## src/mpc_regs.vh

```
`ifndef MPC_REGS_VH
`define MPC_REGS_VH
// Contract
// The carrier holds power-good low until all its rails and clocks are stable.
// A high power-good level lets the module start its own power sequencing.
// The module stays in reset while power-good is held low.
// The carrier should release power-good about 100 ms after its rails are up. The carrier model raises it PG_DLY clocks after supply-on.
// The carrier should drive power-good low for reset and tri-state it when ready. The carrier model drives it high when ready.
// The module still sequences when power-good is left undriven (reads high).
// The module drives an active-low supply-on output to switch on the main supply.
// The carrier inverts the supply-on output from standby power before the supply.
// The carrier presents the power button as a debounced active-low contact.
// A power-button press requests power on or off, as configured.
// In deep sleep all power is removed except minimal wake logic.
// Deep sleep keeps context or not according to its entry condition.
// Resume from deep sleep returns to the sleep state it was entered from.
// The module supports suspend-to-RAM.
// Power-good and power-button pass a two-stage synchronizer before use.

// Sleep state codes
`define MPC_SX_S0        2'h0
`define MPC_SX_S3        2'h1
`define MPC_SX_S4        2'h2
`define MPC_SX_S5        2'h3
// Time from supply-on to rails assumed up
`define MPC_RAIL_US      1000
`define MPC_CLK_MHZ      50
`define MPC_RAIL_CYC     (`MPC_RAIL_US * `MPC_CLK_MHZ)
// Button hold for forced off, 4 s
`define MPC_FORCE_MS     4000
`define MPC_FORCE_CYC    (`MPC_FORCE_MS * 1000 * `MPC_CLK_MHZ)
`endif

```

## src/mpc_power_control.v

```verilog
`timescale 1ns/1ps
`include "mpc_regs.vh"
module mpc_power_control #(
   parameter RAIL_CYC  = `MPC_RAIL_CYC,
   parameter FORCE_CYC = `MPC_FORCE_CYC
) (
   input  wire       ref_clk,
   input  wire       arst_n,
   input  wire       power_good_in,
   input  wire       power_button_n,
   input  wire       sleepReq,
   input  wire [1:0] sleepTarget,
   input  wire       deepSleepEn,
   input  wire       wakeEvent,
   input  wire       buttonOffEn,
   output reg        main_supply_on_n,
   output reg        moduleReset_n,
   output reg        deepSleepActive,
   output reg        contextKept,
   output reg  [1:0] sleepState
);
   // ************************************************
   // Synchronizers
   // ************************************************
   wire pgSync;
   wire btnSync_n;
   mpc_sync2 #(.RESET_VAL(1'b0)) uPg (
      .ref_clk (ref_clk),
      .arst_n  (arst_n),
      .din     (power_good_in),
      .dout    (pgSync)
   );
   mpc_sync2 #(.RESET_VAL(1'b1)) uBtn (
      .ref_clk (ref_clk),
      .arst_n  (arst_n),
      .din     (power_button_n),
      .dout    (btnSync_n)
   );

   // ************************************************
   // Button edge and long hold
   // ************************************************
   reg        btnPrev_reg;
   reg [31:0] holdCnt_reg;
   wire       btnPress = btnPrev_reg & ~btnSync_n;
   wire       btnForce = (holdCnt_reg == FORCE_CYC[31:0] - 32'h1) & ~btnSync_n;
   always @(posedge ref_clk or negedge arst_n) begin
      if (!arst_n) begin
         btnPrev_reg <= 1'b1;
         holdCnt_reg <= 32'h0;
      end else begin
         btnPrev_reg <= btnSync_n;
         if (btnSync_n)
            holdCnt_reg <= 32'h0;
         else if (holdCnt_reg != FORCE_CYC[31:0])
            holdCnt_reg <= holdCnt_reg + 32'h1;
      end
   end

   // ************************************************
   // Power state machine
   // ************************************************
   localparam ST_OFF   = 5'h01;
   localparam ST_RAMP  = 5'h02;
   localparam ST_ON    = 5'h04;
   localparam ST_SLEEP = 5'h08;
   localparam ST_DEEP  = 5'h10;

   reg [4:0]  state_reg;
   reg [4:0]  state_next;
   reg [31:0] cnt_reg;
   reg [1:0]  entrySx_reg;

   // ************************************************
   // Request decode
   // ************************************************
   wire rampDone = (cnt_reg == RAIL_CYC[31:0] - 32'h1);
   wire inOn     = (state_reg == ST_ON);
   // Long hold always forces off; a short press only when enabled
   wire offReq   = btnForce | (btnPress & buttonOffEn);
   // S5 request is a soft off; S0 request is ignored
   wire softOff  = sleepReq & (sleepTarget == `MPC_SX_S5);
   wire sleepGo  = sleepReq & (sleepTarget != `MPC_SX_S0) & ~softOff;
   wire wakeGo   = btnPress | wakeEvent;

   // ************************************************
   // Next state
   // ************************************************
   // Requests outside their state are ignored
   always @* begin
      state_next = state_reg;
      case (state_reg)
         ST_OFF: begin
            if (btnPress)
               state_next = ST_RAMP;
         end
         ST_RAMP: begin
            if (rampDone)
               state_next = ST_ON;
         end
         ST_ON: begin
            if (offReq)
               state_next = ST_OFF;
            else if (softOff)
               state_next = ST_OFF;
            else if (sleepGo)
               state_next = ST_SLEEP;
         end
         ST_SLEEP: begin
            // Wake from S4 skips the ramp; reset waits for power-good
            if (wakeGo)
               state_next = ST_ON;
            else if (deepSleepEn)
               state_next = ST_DEEP;
         end
         ST_DEEP: begin
            // Wake lands in the entry sleep state, not in S0
            if (wakeGo)
               state_next = ST_SLEEP;
         end
         default: begin
            state_next = ST_OFF;
         end
      endcase
   end

   // ************************************************
   // State, ramp counter and entry state
   // ************************************************
   always @(posedge ref_clk or negedge arst_n) begin
      if (!arst_n) begin
         state_reg <= ST_OFF;
         cnt_reg   <= 32'h0;
      end else begin
         state_reg <= state_next;
         // Count runs only while ramping
         if (state_reg == ST_RAMP)
            cnt_reg <= cnt_reg + 32'h1;
         else
            cnt_reg <= 32'h0;
      end
   end

   // Latched so deep sleep can resume into it
   always @(posedge ref_clk or negedge arst_n) begin
      if (!arst_n)
         entrySx_reg <= `MPC_SX_S5;
      else if (inOn && state_next == ST_SLEEP)
         entrySx_reg <= sleepTarget;
   end

   // ************************************************
   // Output next values
   // ************************************************
   reg       supplyOn_next;
   reg       resetRel_next;
   reg       deep_next;
   reg       ctx_next;
   reg [1:0] sx_next;
   // The ON cycle sees the new target; the latch still holds the old one
   wire [1:0] sleepSx = inOn ? sleepTarget : entrySx_reg;
   wire       s3Entry = (sleepSx == `MPC_SX_S3);

   always @* begin
      supplyOn_next = 1'b0;
      resetRel_next = 1'b0;
      deep_next     = 1'b0;
      ctx_next      = 1'b0;
      sx_next       = `MPC_SX_S5;
      case (state_next)
         ST_RAMP: begin
            supplyOn_next = 1'b1;
         end
         ST_ON: begin
            supplyOn_next = 1'b1;
            // Held while power-good low; an undriven pin reads high
            resetRel_next = pgSync;
            sx_next       = `MPC_SX_S0;
         end
         ST_SLEEP: begin
            // Supply held on in S3 so RAM keeps its content
            supplyOn_next = s3Entry;
            // Only S3 entry keeps context
            ctx_next      = s3Entry;
            sx_next       = sleepSx;
         end
         ST_DEEP: begin
            // Rails dropped; only wake logic stays powered
            deep_next     = 1'b1;
            ctx_next      = s3Entry;
            sx_next       = sleepSx;
         end
         default: begin
            sx_next       = `MPC_SX_S5;
         end
      endcase
   end

   // ************************************************
   // Registered outputs
   // ************************************************
   // Flops keep the supply and reset pins free of decode glitches
   always @(posedge ref_clk or negedge arst_n) begin
      if (!arst_n) begin
         // Supply off and module held in reset
         main_supply_on_n <= 1'b1;
         moduleReset_n    <= 1'b0;
         deepSleepActive  <= 1'b0;
         contextKept      <= 1'b0;
         sleepState       <= `MPC_SX_S5;
      end else begin
         main_supply_on_n <= ~supplyOn_next;
         moduleReset_n    <= resetRel_next;
         deepSleepActive  <= deep_next;
         contextKept      <= ctx_next;
         sleepState       <= sx_next;
      end
   end
endmodule

```

## src/mpc_sync2.v

```verilog
`timescale 1ns/1ps
module mpc_sync2 #(
   parameter RESET_VAL = 1'b0
) (
   input  wire ref_clk,
   input  wire arst_n,
   input  wire din,
   output wire dout
);
   reg stage1_reg;
   reg stage2_reg;
   always @(posedge ref_clk or negedge arst_n) begin
      if (!arst_n) begin
         stage1_reg <= RESET_VAL;
         stage2_reg <= RESET_VAL;
      end else begin
         stage1_reg <= din;
         stage2_reg <= stage1_reg;
      end
   end
   assign dout = stage2_reg;
endmodule
```

## config.mk

```make
export PLATFORM = sky130hd
export DESIGN_NAME = mpc_power_control
export DESIGN_NICKNAME = d
export VERILOG_FILES = /design/src/mpc_power_control.v /design/src/mpc_sync2.v
export VERILOG_INCLUDE_DIRS = /design/src
export SDC_FILE = /design/constraint.sdc
export NUM_CORES = 1
export LEC_CHECK = 0
export ABC_AREA = 1
export BUFFER_PORTS_ARGS = -buffer_cell sky130_fd_sc_hd__buf_2
export CORE_MARGIN = 5
export CORE_UTILIZATION = 52
export CTS_CLUSTER_SIZE = 8
export DETAILED_ROUTE_END_ITERATION = 16
export PLACE_DENSITY = 0.74
export SLEW_MARGIN = 20
export SYNTH_ARGS = -nofsm -noshare
export SYNTH_HDL_FRONTEND = slang
export SYNTH_SLANG_ARGS = --single-unit
```

## constraint.sdc

```tcl
create_clock -name ref_clk -period 3.6 [get_ports ref_clk]
set_input_delay 1.08 -clock ref_clk [delete_from_list [all_inputs] [get_ports ref_clk]]
set_output_delay 1.08 -clock ref_clk [all_outputs]
set_load 0.05 [all_outputs]
```

==> results.sh <==
export IMPL_route_detailed_drc=0
export IMPL_clk_pin_slew_ns=0.10
export IMPL_placedCellCount=742
export IMPL_async_flop_share=1.00
export IMPL_multi_input_area_mm2=0.00223
export IMPL_hpwl_um=7640
export IMPL_finalNonFillerCells=758
export IMPL_synth_main_ff_cell="dfrtp_1"
export IMPL_ys_warn_count=0
export IMPL_antenna_left=0
export IMPL_cap_violations=0
export IMPL_cts_tree="done"
export IMPL_crit_chain="buf_2"
export IMPL_hold_buffers=0
export IMPL_met1_usage=0.245
export IMPL_cts_num_sinks=82
export IMPL_critPathTopFamily="flip-flops"
export IMPL_hold_violations=0
export IMPL_place_congestion=0.966
export IMPL_final_cell_mix="nand2_1 (138), nor2_1 (107), inv_1 (89), dfrtp_1 (73), nor3_1 (31)"
export IMPL_finalSetupViolations=0
export IMPL_grtUsageMet3=0.0419
export IMPL_die_area_mm2=0.0110
export IMPL_synth_distinct_cells=34
export IMPL_rsz0062_at_grt="no"
export IMPL_dr_pass1_iters=5
export IMPL_seq_area_frac_synth=0.443
export IMPL_hold_path_startpoint="uPg.stage1_reg"
export IMPL_grt_usage=0.194
export IMPL_nets=658
export IMPL_syn_cell_area_mm2=0.00466
export IMPL_avgViaCountPerCell=5.48
export IMPL_r2r_start="uBtn.dout"
export IMPL_insertion_delay_ns=0.36
export IMPL_num_antenna_cells=0
export IMPL_cp_start_kind="register"
export IMPL_worst_path_max_delay_cell="dfstp_2"
export IMPL_syn_area_per_cell_um2=7.47
export IMPL_cts_repair_resized=0
export IMPL_grt_util_met2=0.333
export IMPL_setup_tns_ns=0
export IMPL_power_total_mw=2.04
export IMPL_clk_path_buf_depth=2
export IMPL_holdWs_ns=0.355
export IMPL_fillers=776
export IMPL_crit_fanout=1
export IMPL_max_slew_margin_rel=0.515
export IMPL_finClkSkew_ns=0.0190
export IMPL_tightest_slew_ns=0.728
export IMPL_status="finished, final reports clean"
export IMPL_cp_slowest_stage_delay_ns=0.53
export IMPL_routedWlPerCell_um=13.6
export IMPL_synth_cells=624
export IMPL_top_usage_layer="met2"
export IMPL_antenna_found_initial=0
export IMPL_grt_max_degree=83
export IMPL_grt_overflow_total=0
export IMPL_final_common_cell="nand2_1"
export IMPL_vias=4157
export IMPL_core_mm2=0.00872
export IMPL_p_leak_nw=2.30
export IMPL_synthesis_nets=637
export IMPL_drt_iter0_drc=213
export IMPL_critical_path_class="register to primary output"
export IMPL_synthToLayoutAreaGrowth_pct=9.80
export IMPL_fmax_ghz=0.451
export IMPL_peakVddDrop_mv=0.243
export IMPL_num_rows=34
export IMPL_portBuffers=15
export IMPL_ios=16
export IMPL_post_route_min_period_ns=2.22
export IMPL_wl_um=10300
export IMPL_period_share=0.616
export IMPL_die_w_um=105
export IMPL_regArea_mm2=0.00206
export IMPL_layout_drive_gt1_share=0.106
export IMPL_synth_edf_count=0
export IMPL_grt_pass1_vias=4044
export IMPL_hp_class="register to register"
export IMPL_grt_pass1_wl_um=18000
export IMPL_cp_end_kind="primary output"
export IMPL_synth_seq_cells=82
export IMPL_maxSlewViolCount=0
export IMPL_numCtsBuffers=9
export IMPL_die_h_um=105
export IMPL_cts_root_buf="clkbuf_8"
export IMPL_start_util=0.534
export IMPL_cp_num_buf_inv=1
export IMPL_critical_path_arrival_ns=1.14
export IMPL_critPathLaunch="sleepState[1]"
export IMPL_cts_max_level=3
export IMPL_required_ns=2.52
export IMPL_cts_setup_buffers=0
export IMPL_cellPowerDensity_mw_per_mm2=399
==> final cells by class <==
class	instances	share of cell area
Sequential cell	82	0.403
Clock buffer	9	0.0242
Inverter	91	0.0667
Timing Repair Buffer	16	0.0174
Clock inverter	7	0.0259
Multi-Input combinational cell	445	0.436
Tap cell	108	0.0264
==> cells in the mapped netlist, drive strengths merged (2+ instances only) <==
cell type,n,area (µm²)
nor2,113,449
ha,3,37.5
dfstp,9,236
a31oi,6,37.5
nor4,10,92.6
nand2,142,553
clkbuf,4,15.0
nor3,36,224
nand3,33,195
xor2,13,114
buf,2,8.75
nand4,28,175
a21oi,26,130
o21ai,24,120
dfrtp,73,1830
xnor2,5,43.8
inv,91,342
==> routing by layer <==
layer / vias up / routed length (µm)
li1: 2062 / -
met1: 1961 / 4520
met3: 23 / 431
met4: 0 / 218
met2: 111 / 5140
met5: - / 0
==> worst paths after layout <==
path | slack, ns | to | depth (start not counted)
worst min-delay path | 0.36 | uPg.dout | 0
max in group asynchronous | 2.34 | holdCnt_reg[3] | 1
worst max register to register | 1.46 | contextKept | 10
min in group asynchronous | 0.71 | cnt_reg[24] | 1
worst max-delay path | 1.38 | sleepState[1] | 1
worst min register to register | 0.36 | uPg.dout | 0
==> report_power, final <==
group | switching, mW | total, mW | internal (mW)
logic | 0.157 | 0.208 | 0.0506
clock network | 0.377 | 0.855 | 0.478
registers | 0.0164 | 0.981 | 0.965
==> metrics by stage <==
| step | util | instance area [µm²] | worst slack (ns) |
|---|---|---|---|
| 3_5_place_dp | 0.557 | 4860 | 1.44 |
| 4_1_cts | 0.586 | 5110 | 1.36 |
| 6_report | 0.587 | 5120 | 1.38 |
| 3_3_place_gp | 0.557 | 4860 | 1.57 |
| 2_1_floorplan | - | 4660 | 1.79 |
| 5_1_grt | 0.587 | 5120 | 1.19 |
==> kinds of logic (layout without fill, tap and decap cells) <==
logic type               Yosys count  after routing  synth area share
AND/OR/NAND/NOR                  366            366             0.372
adder cells (fa/ha/maj)            3              3           0.00805
buffers and inverters             97            123            0.0784
XOR/XNOR                          18             18            0.0338
AO/OA/AOI/OAI                     58             58            0.0650
flip-flops                        82             82             0.443
(Power assumes the default switching activity.)
